## src/inc/itd_pkg.sv

```systemverilog
// Constants and types for the inverse-time overcurrent trip block
package itd_pkg;
    localparam logic [7:0] ITD_OFS_CTRL = 8'h00;
    localparam logic [7:0] ITD_OFS_LIM_PRI = 8'h04;
    localparam logic [7:0] ITD_OFS_LIM_SEC = 8'h08;
    localparam logic [7:0] ITD_OFS_LIM_TER = 8'h0C;
    localparam logic [7:0] ITD_OFS_TMS = 8'h10;
    localparam logic [7:0] ITD_OFS_COOL = 8'h14;
    localparam logic [7:0] ITD_OFS_STATUS = 8'h18;
    localparam logic [7:0] ITD_OFS_IMAX = 8'h1C;
    localparam logic [7:0] ITD_OFS_HEAT = 8'h20;

    localparam int ITD_CTRL_EN_BIT = 0;
    localparam int ITD_CTRL_ACT_BIT = 1;
    localparam int ITD_CTRL_SET_LO = 2;
    localparam int ITD_CTRL_CLR_BIT = 8;

    localparam int ITD_STAT_TRIP_BIT = 0;
    localparam int ITD_STAT_DUMP_BIT = 1;
    localparam int ITD_STAT_SHUT_BIT = 2;
    localparam int ITD_STAT_OVER_BIT = 3;

    localparam logic ITD_RST_EN = 1'b1;
    localparam logic ITD_RST_ACT = 1'b0;
    localparam logic [15:0] ITD_RST_LIMIT = 16'hFFFF;
    localparam logic [15:0] ITD_RST_TMS = 16'h0024;
    localparam logic [31:0] ITD_RST_COOL = 32'h0000_0001;

    // Overload excess is clamped at limit << shift, i.e. 300% load
    localparam int ITD_MAX_OVER_SHIFT = 1;

    localparam logic [1:0] ITD_RESP_OKAY = 2'h0;
    localparam logic [1:0] ITD_RESP_SLVERR = 2'h2;

    typedef enum logic [1:0] {
        ITD_SET_PRI = 2'b00,
        ITD_SET_SEC = 2'b01,
        ITD_SET_TER = 2'b10
    } itd_rating_t;
endpackage

```

## src/inc/itd_calc_if.sv

```systemverilog
// Signals between the register side and the heat integrator
`timescale 1ns/1ps
interface itd_calc_if;
    logic enable;
    logic tick;
    logic sample;
    logic [15:0] cur_a;
    logic [15:0] cur_b;
    logic [15:0] cur_c;
    logic [15:0] limit;
    logic [15:0] tms;
    logic [31:0] cool;
    logic [15:0] imax;
    logic over;
    logic reached;
    logic [47:0] heat;
    modport engine (
        input enable, tick, sample, cur_a, cur_b, cur_c, limit, tms, cool,
        output imax, over, reached, heat
    );
    modport ctrl (
        output enable, tick, sample, cur_a, cur_b, cur_c, limit, tms, cool,
        input imax, over, reached, heat
    );
endinterface

```

## src/logic/itd_heat.sv

```systemverilog
// Heat integrator: worst phase, squared overload, accumulate and cool
`timescale 1ns/1ps
module itd_heat (
    input wire logic clk_sys,
    input wire logic reset_n,
    itd_calc_if.engine calc
);
    logic [15:0] imax_q;
    logic [47:0] acc_q;
    logic [47:0] thr;
    logic [16:0] diff_cap;
    logic [16:0] diff_raw;
    logic [15:0] diff;
    logic [31:0] sq;
    logic [47:0] sum;
    logic [15:0] max_ab;

    assign max_ab = (calc.cur_a > calc.cur_b) ? calc.cur_a : calc.cur_b;

    always_ff @(posedge clk_sys) begin
        if (!reset_n) begin
            imax_q <= 16'h0000;
        end else if (calc.sample) begin
            imax_q <= (max_ab > calc.cur_c) ? max_ab : calc.cur_c;
        end
    end

    // Relative overload squared is (I - Ilim)^2 / Ilim^2; the divide moves to the threshold
    assign diff_raw = {1'b0, imax_q} - {1'b0, calc.limit};
    assign diff_cap = {1'b0, calc.limit} << itd_pkg::ITD_MAX_OVER_SHIFT;
    assign diff = (diff_raw > diff_cap) ? diff_cap[15:0] : diff_raw[15:0];
    assign sq = diff * diff;
    // One unit of heat equals TMS seconds of 100% overload
    assign thr = calc.tms * calc.limit * calc.limit;
    assign sum = acc_q + {16'h0000, sq};

    always_ff @(posedge clk_sys) begin
        if (!reset_n || !calc.enable) begin
            acc_q <= 48'h0000_0000_0000;
        end else if (calc.tick) begin
            if (imax_q > calc.limit) begin
                // Capped at one unit so the sum cannot wrap while tripped
                acc_q <= (sum > thr) ? thr : sum;
            end else if (acc_q > {16'h0000, calc.cool}) begin
                acc_q <= acc_q - {16'h0000, calc.cool};
            end else begin
                acc_q <= 48'h0000_0000_0000;
            end
        end
    end

    assign calc.imax = imax_q;
    assign calc.over = imax_q > calc.limit;
    assign calc.reached = acc_q >= thr;
    assign calc.heat = acc_q;
endmodule

```

## src/logic/itd_trip.sv

```systemverilog
// Inverse-time overcurrent trip: AXI4-Lite registers, rating sets, trip alarm
// Behaviour
// - Delay is TMS over squared overload excess
// - Use the most loaded phase current
// - TMS equals delay at 100% overload
// - Never trip at or below the limit
// - Clamp delay at a definite minimum
// - Keep residual heat after non-tripping overload
// - Three rating sets each with own limit
// - Trip action: load dump or shutdown
// - TMS 36 gives 3600s, 36s, 9s
`timescale 1ns/1ps
module itd_trip (
    input wire logic clk_sys,
    input wire logic reset_n,
    input wire logic [7:0] s_axi_awaddr,
    input wire logic [2:0] s_axi_awprot,
    input wire logic s_axi_awvalid,
    output logic s_axi_awready,
    input wire logic [31:0] s_axi_wdata,
    input wire logic [3:0] s_axi_wstrb,
    input wire logic s_axi_wvalid,
    output logic s_axi_wready,
    output logic [1:0] s_axi_bresp,
    output logic s_axi_bvalid,
    input wire logic s_axi_bready,
    input wire logic [7:0] s_axi_araddr,
    input wire logic [2:0] s_axi_arprot,
    input wire logic s_axi_arvalid,
    output logic s_axi_arready,
    output logic [31:0] s_axi_rdata,
    output logic [1:0] s_axi_rresp,
    output logic s_axi_rvalid,
    input wire logic s_axi_rready,
    input wire logic [15:0] phase_a_cur,
    input wire logic [15:0] phase_b_cur,
    input wire logic [15:0] phase_c_cur,
    input wire logic cur_valid,
    input wire logic tick_1s,
    output logic trip_alarm,
    output logic trip_loaddump,
    output logic trip_shutdown,
    output logic overcurrent
);
    itd_calc_if calc ();

    logic awready_q, wready_q, bvalid_q, arready_q, rvalid_q;
    logic awready_d, wready_d, bvalid_d, arready_d, rvalid_d;
    logic aw_full_q, w_full_q, aw_full_d, w_full_d;
    logic [7:0] waddr_q;
    logic [31:0] wdata_q;
    logic [3:0] wstrb_q;
    logic [1:0] bresp_q, rresp_q, rresp_d;
    logic [31:0] rdata_q, rdata_d;
    logic aw_take, w_take, ar_take, do_write;
    logic [31:0] ctrl_word, wmerge;
    logic wr_ok;

    logic en_q, act_q;
    itd_pkg::itd_rating_t set_q;
    logic [15:0] limit_q [3];
    logic [15:0] tms_q;
    logic [31:0] cool_q;
    logic trip_q, dump_q, shut_q, over_q;
    logic clr_pulse, trip_d;

    function automatic logic [31:0] itd_merge(
        input logic [31:0] old_v,
        input logic [31:0] new_v,
        input logic [3:0] be
    );
        logic [31:0] res;
        res = old_v;
        for (int i = 0; i < 4; i++) begin
            if (be[i]) begin
                res[i*8 +: 8] = new_v[i*8 +: 8];
            end
        end
        return res;
    endfunction

    // Write channel: address and data are held independently, then applied together
    assign aw_take = s_axi_awvalid && awready_q;
    assign w_take = s_axi_wvalid && wready_q;
    assign do_write = aw_full_q && w_full_q && !bvalid_q;
    assign ar_take = s_axi_arvalid && arready_q;

    always_comb begin
        aw_full_d = do_write ? 1'b0 : (aw_full_q || aw_take);
        w_full_d = do_write ? 1'b0 : (w_full_q || w_take);
        bvalid_d = do_write || (bvalid_q && !s_axi_bready);
        awready_d = !aw_full_d && !bvalid_d;
        wready_d = !w_full_d && !bvalid_d;
        rvalid_d = ar_take || (rvalid_q && !s_axi_rready);
        arready_d = !rvalid_d;
    end

    always_ff @(posedge clk_sys) begin
        if (!reset_n) begin
            aw_full_q <= 1'b0;
            w_full_q <= 1'b0;
            bvalid_q <= 1'b0;
            awready_q <= 1'b0;
            wready_q <= 1'b0;
            rvalid_q <= 1'b0;
            arready_q <= 1'b0;
        end else begin
            aw_full_q <= aw_full_d;
            w_full_q <= w_full_d;
            bvalid_q <= bvalid_d;
            awready_q <= awready_d;
            wready_q <= wready_d;
            rvalid_q <= rvalid_d;
            arready_q <= arready_d;
        end
    end

    always_ff @(posedge clk_sys) begin
        if (!reset_n) begin
            waddr_q <= 8'h00;
            wdata_q <= 32'h0000_0000;
            wstrb_q <= 4'h0;
        end else begin
            if (aw_take) begin
                waddr_q <= s_axi_awaddr;
            end
            if (w_take) begin
                wdata_q <= s_axi_wdata;
                wstrb_q <= s_axi_wstrb;
            end
        end
    end

    always_comb begin
        ctrl_word = 32'h0000_0000;
        ctrl_word[itd_pkg::ITD_CTRL_EN_BIT] = en_q;
        ctrl_word[itd_pkg::ITD_CTRL_ACT_BIT] = act_q;
        ctrl_word[itd_pkg::ITD_CTRL_SET_LO +: 2] = set_q;
        wmerge = 32'h0000_0000;
        wr_ok = 1'b1;
        case (waddr_q)
            itd_pkg::ITD_OFS_CTRL: wmerge = itd_merge(ctrl_word, wdata_q, wstrb_q);
            itd_pkg::ITD_OFS_LIM_PRI: wmerge = itd_merge({16'h0000, limit_q[0]}, wdata_q, wstrb_q);
            itd_pkg::ITD_OFS_LIM_SEC: wmerge = itd_merge({16'h0000, limit_q[1]}, wdata_q, wstrb_q);
            itd_pkg::ITD_OFS_LIM_TER: wmerge = itd_merge({16'h0000, limit_q[2]}, wdata_q, wstrb_q);
            itd_pkg::ITD_OFS_TMS: wmerge = itd_merge({16'h0000, tms_q}, wdata_q, wstrb_q);
            itd_pkg::ITD_OFS_COOL: wmerge = itd_merge(cool_q, wdata_q, wstrb_q);
            default: wr_ok = 1'b0;
        endcase
    end

    always_ff @(posedge clk_sys) begin
        if (!reset_n) begin
            bresp_q <= itd_pkg::ITD_RESP_OKAY;
        end else if (do_write) begin
            bresp_q <= wr_ok ? itd_pkg::ITD_RESP_OKAY : itd_pkg::ITD_RESP_SLVERR;
        end
    end

    always_ff @(posedge clk_sys) begin
        if (!reset_n) begin
            en_q <= itd_pkg::ITD_RST_EN;
            act_q <= itd_pkg::ITD_RST_ACT;
            set_q <= itd_pkg::ITD_SET_PRI;
            limit_q[0] <= itd_pkg::ITD_RST_LIMIT;
            limit_q[1] <= itd_pkg::ITD_RST_LIMIT;
            limit_q[2] <= itd_pkg::ITD_RST_LIMIT;
            tms_q <= itd_pkg::ITD_RST_TMS;
            cool_q <= itd_pkg::ITD_RST_COOL;
        end else if (do_write) begin
            case (waddr_q)
                itd_pkg::ITD_OFS_CTRL: begin
                    en_q <= wmerge[itd_pkg::ITD_CTRL_EN_BIT];
                    act_q <= wmerge[itd_pkg::ITD_CTRL_ACT_BIT];
                    // Code 3 is not a rating set; it falls back to primary
                    if (wmerge[itd_pkg::ITD_CTRL_SET_LO +: 2] == 2'h3) begin
                        set_q <= itd_pkg::ITD_SET_PRI;
                    end else begin
                        set_q <= itd_pkg::itd_rating_t'(wmerge[itd_pkg::ITD_CTRL_SET_LO +: 2]);
                    end
                end
                itd_pkg::ITD_OFS_LIM_PRI: limit_q[0] <= wmerge[15:0];
                itd_pkg::ITD_OFS_LIM_SEC: limit_q[1] <= wmerge[15:0];
                itd_pkg::ITD_OFS_LIM_TER: limit_q[2] <= wmerge[15:0];
                itd_pkg::ITD_OFS_TMS: tms_q <= wmerge[15:0];
                itd_pkg::ITD_OFS_COOL: cool_q <= wmerge;
                default: begin
                end
            endcase
        end
    end

    // Read channel: data are registered on the address handshake
    always_comb begin
        rdata_d = 32'h0000_0000;
        rresp_d = itd_pkg::ITD_RESP_OKAY;
        case (s_axi_araddr)
            itd_pkg::ITD_OFS_CTRL: rdata_d = ctrl_word;
            itd_pkg::ITD_OFS_LIM_PRI: rdata_d = {16'h0000, limit_q[0]};
            itd_pkg::ITD_OFS_LIM_SEC: rdata_d = {16'h0000, limit_q[1]};
            itd_pkg::ITD_OFS_LIM_TER: rdata_d = {16'h0000, limit_q[2]};
            itd_pkg::ITD_OFS_TMS: rdata_d = {16'h0000, tms_q};
            itd_pkg::ITD_OFS_COOL: rdata_d = cool_q;
            itd_pkg::ITD_OFS_STATUS: begin
                rdata_d[itd_pkg::ITD_STAT_TRIP_BIT] = trip_q;
                rdata_d[itd_pkg::ITD_STAT_DUMP_BIT] = dump_q;
                rdata_d[itd_pkg::ITD_STAT_SHUT_BIT] = shut_q;
                rdata_d[itd_pkg::ITD_STAT_OVER_BIT] = over_q;
            end
            itd_pkg::ITD_OFS_IMAX: rdata_d = {16'h0000, calc.imax};
            itd_pkg::ITD_OFS_HEAT: rdata_d = calc.heat[47:16];
            default: rresp_d = itd_pkg::ITD_RESP_SLVERR;
        endcase
    end

    always_ff @(posedge clk_sys) begin
        if (!reset_n) begin
            rdata_q <= 32'h0000_0000;
            rresp_q <= itd_pkg::ITD_RESP_OKAY;
        end else if (ar_take) begin
            rdata_q <= rdata_d;
            rresp_q <= rresp_d;
        end
    end

    // Integrator hookup; the selected rating set steers the live limit
    assign calc.enable = en_q;
    assign calc.tick = tick_1s;
    assign calc.sample = cur_valid;
    assign calc.cur_a = phase_a_cur;
    assign calc.cur_b = phase_b_cur;
    assign calc.cur_c = phase_c_cur;
    assign calc.limit = limit_q[set_q];
    assign calc.tms = tms_q;
    assign calc.cool = cool_q;

    itd_heat u_heat (
        .clk_sys(clk_sys),
        .reset_n(reset_n),
        .calc(calc)
    );

    // Trip is sticky until software clears it; a new trip in the clear cycle wins
    assign clr_pulse = do_write && (waddr_q == itd_pkg::ITD_OFS_CTRL)
        && wmerge[itd_pkg::ITD_CTRL_CLR_BIT];
    // Guarded by over so a lowered threshold alone cannot trip below the limit
    assign trip_d = (en_q && calc.reached && calc.over)
        || (trip_q && !clr_pulse);

    always_ff @(posedge clk_sys) begin
        if (!reset_n) begin
            trip_q <= 1'b0;
            dump_q <= 1'b0;
            shut_q <= 1'b0;
            over_q <= 1'b0;
        end else begin
            trip_q <= trip_d;
            dump_q <= trip_d && !act_q;
            shut_q <= trip_d && act_q;
            over_q <= en_q && calc.over;
        end
    end

    assign s_axi_awready = awready_q;
    assign s_axi_wready = wready_q;
    assign s_axi_bvalid = bvalid_q;
    assign s_axi_bresp = bresp_q;
    assign s_axi_arready = arready_q;
    assign s_axi_rvalid = rvalid_q;
    assign s_axi_rdata = rdata_q;
    assign s_axi_rresp = rresp_q;
    assign trip_alarm = trip_q;
    assign trip_loaddump = dump_q;
    assign trip_shutdown = shut_q;
    assign overcurrent = over_q;
endmodule
```

## config.mk

```make
export PLATFORM = sky130hd
export DESIGN_NAME = itd_trip
export DESIGN_NICKNAME = d
export VERILOG_FILES = /design/src/inc/itd_pkg.sv /design/src/inc/itd_calc_if.sv /design/src/logic/itd_heat.sv /design/src/logic/itd_trip.sv
export SDC_FILE = /design/constraint.sdc
export NUM_CORES = 2
export LEC_CHECK = 0
export BUFFER_PORTS_ARGS = -buffer_cell sky130_fd_sc_hd__buf_2
export CAP_MARGIN = 15
export CORE_AREA = 2 2 327 329
export CTS_CLUSTER_SIZE = 25
export DETAILED_ROUTE_END_ITERATION = 8
export DIE_AREA = 0 0 329 331
export PLACE_DENSITY_LB_ADDON = 0.15
export SYNTH_ARGS = -nofsm -noshare
export SYNTH_HDL_FRONTEND = slang
export SYNTH_SLANG_ARGS = --single-unit
```

## constraint.sdc

```tcl
create_clock -name clk_sys -period 31.4 [get_ports clk_sys]
set_input_delay 4.71 -clock clk_sys [delete_from_list [all_inputs] [get_ports clk_sys]]
set_output_delay 4.71 -clock clk_sys [all_outputs]
set_load 0.02 [all_outputs]
```

==> summary.txt <==
Post-Syn Area: 52200 µm²
Vias in the first global route: 44500
CP max-delay cell: xnor2_1
Cells after synthesis: 6273
Post-DP HPWL: 131 mm
Die X: 329 µm
Sequential share of the synthesized area: 0.107
CTS Buf Count: 30
Vias: 43700
Synth top area share: 0.310
Area leader, netlist: fa_1
Hold depth: 2
1st-pass router iterations: 7
Crit path time final: 18.03 ns
Die footprint: 109000 µm²
DR WL/cell: 21.4 µm
Highest routed layer: met4
R2r worst-path depth: 59
Met3 wire length: 12.1 mm
Cell mode on critical path: fa_1
# DRC: 0
Mean Syn Cell Area: 8.32 µm²
CP arrival: 18.47 ns
Vias/cell: 5.69
Hold Startpoint: wdata_q[10]
Io pins: 160
Met1 WL: 68.3 mm
Grt ovf: 0
Worst-Margin Slew: 1.15 ns
Ys Warns: 0
Crit path kind: reg2reg
Site Rows: 119
Clock transition at the registers of the reported paths: 0.06 ns
CP Capture Type: flop
Top delay family on crit path: adder cells
Starting Density: 0.497
Yosys cell types: 102
Tcrit/Tclk final: 0.574
Post-synth EDFFs: 48
Initial antenna violation count: 8
Setup Skew: 0.0543 ns
WP buf/inv: 11
Hold Vio Cnt, Final: 0
Final setup vio count: 0
Layout cell share with drive strength beyond 1: 0.0681
Startpoint types: flop
RSZ-0062 raised after global routing: no
Final #Nets: 7698
Seq cells post-synth: 255
RePlAce Congestion: 0.943
CTS HTree Levels: 1
Maximum clock frequency: 55.4 MHz
Starting DRT DRC Count: 3324
Post_cts resized: 0
Root Buffer: clkbuf_16
Max Slew Vio Count: 0
Critical path peak fanout: 35
Post-CTS Hold Buffers: 0
Synth Flop Type: dfxtp_1
Status: finished, final reports clean
Post-Route WL: 164 mm
Worst reg-to-reg setup slack: 13.37 ns
First-pass GRT wire length: 257 mm
Total GRT Usage: 0.307
Synth-to-Final Area Change: 6.49%
Largest net degree at the start of global routing: 75
Final ANT Viol Nets: 0
Relative slew slack: 0.229
Crit path required time: 31.83 ns
Number of max-cap violations: 0
Core Box Area: 105000 µm²
Met2 wire length: 77.7 mm
CP max stage delay: 0.82 ns
Hold Path Class: reg2reg
Setup Buffers After CTS: 0
TritonCTS clock tree: built
WHS Endpoint: wdata_q[10]
Final TNS setup: 0 ns
Die height: 331 µm
Input/output buffers: 151
Ys async rst share: 0
CTS sink cnt: 255
Clock tree buffer depth: 3
Top cells by area, synth: fa_1 31%, ha_1 12%, inv_1 8.4%
R2R Path End: trip_shutdown
Clock Latency Late Sink: 0.62 ns
final cells by class:
| type | count | area (µm²) |
|---|---|---|
| Inverter | 1174 | 4410 |
| Fill cell | 10200 | 49400 |
| Tap cell | 1391 | 1740 |
| Clock buffer | 39 | 900 |
| Multi-Input combinational cell | 4537 | 41200 |
| Timing Repair Buffer | 266 | 1630 |
| Sequential cell | 255 | 5590 |
| Clock inverter | 17 | 150 |
| Antenna cell | 1 | 2.50 |
flip-flops by register name, indices dropped and copies added (netlist names), 2 cells and up, named ones only:
name,count
set_q,2
limit_q,48
wstrb_q,4
wdata_q,32
calc.cool,32
u_heat.calc.imax,16
u_heat.calc.heat,48
calc.tms,16
s_axi_rdata,32
waddr_q,8
cells in the mapped netlist (all sizes together), types with 21 or more instances:
master and count:
clkbuf 264, ha 510, dfxtp 207, nand4 44, nor2b 43, a21o 128, nor2 409, nand2 845
edfxtp 48, a22oi 43, xor2 65, a31oi 41, o21a 43, nor3 82, o31ai 30, mux2i 106
nand2b 56, o21bai 21, a21boi 46, and2 183, a21oi 270, buf 44, and3 28, xnor2 111
mux2 39, nor3b 40, a221oi 33, o21ai 205, fa 809, nand3 77, inv 1165
routing by layer:
layer | up-vias | global-route usage
met5 | - | 0
met4 | 0 | 0.0995
met3 | 285 | 0.0416
met2 | 1467 | 0.520
met1 | 21900 | 0.405
li1 | 20000 | -
worst reg2reg max path: cells and delay by family (launching register included):
family	cells	cell delay, ns
XOR/XNOR	1	0.82
flip-flops	1	0.31
buffers and inverters	11	1.83
adder cells (fa/ha/maj)	18	8.26
AND/OR/NAND/NOR	11	2.15
AO/OA/AOI/OAI	18	4.46
through the flow:
step	setup slack [ns]	utilization	hold slack [ns]	instance area, µm²	cells
floorplan	15.67	-	0.422	52200	6274
global placement	13.78	0.519	0.444	54500	7622
detailed placement	13.67	0.519	0.448	54500	7622
CTS	13.54	0.529	0.457	55600	7678
global route	12.57	0.530	0.481	55600	7679
finish	13.37	0.530	0.454	55600	7680
how the worst max path moves through the flow:
stage | from | endpoint | slack, ns | cells after the start
3_5_place_dp | flop | trip_shutdown | 13.67 | 59
4_1_cts | flop | trip_shutdown | 13.54 | 59
6_report | flop | trip_shutdown | 13.37 | 59
2_1_floorplan | flop | trip_shutdown | 15.67 | 61
5_1_grt | flop | trip_loaddump | 12.57 | 59
3_3_place_gp | flop | trip_shutdown | 13.78 | 59
placed cells by master (no fill, tap or decap), types with 16 or more instances in the layout:
cell type,instances
xor2_1,64
nor3_1,79
nand2b_1,55
nor3b_1,36
a21o_1,128
mux2_2,37
nand3_1,76
a21boi_0,46
nand2_1,845
o21ai_0,172
a21oi_1,266
a221oi_1,33
and2_1,180
fa_1,809
dfxtp_1,204
nor2b_1,43
xnor2_1,110
a211oi_1,17
o21bai_1,21
edfxtp_1,48
a41oi_1,19
nand4_1,44
ha_1,510
inv_1,1164
clkbuf_16,34
a31oi_1,41
a22oi_1,43
buf_4,114
o22ai_1,16
o21a_1,42
and3_1,28
buf_2,151
o21ai_1,17
o31ai_1,28
mux2i_1,106
nor2_1,408
cells by family (layout without fill, tap and decap cells):
family                     Yosys count  in the layout  share of synthesized area
other                                1              3                  0.0000718
and+or+nand+nor                   1868           1868                      0.164
xor gates and xnor gates           176            176                     0.0298
adders and majority gates         1323           1323                      0.433
DFF                                255            255                      0.107
buffers and inverters             1482           1496                      0.108
AOI/OAI and AO/OA                 1022           1022                      0.128
muxes                              146            146                     0.0292
Power is not shown: default switching activity piles up to over one toggle a cycle in this logic, so the estimate is an artifact.
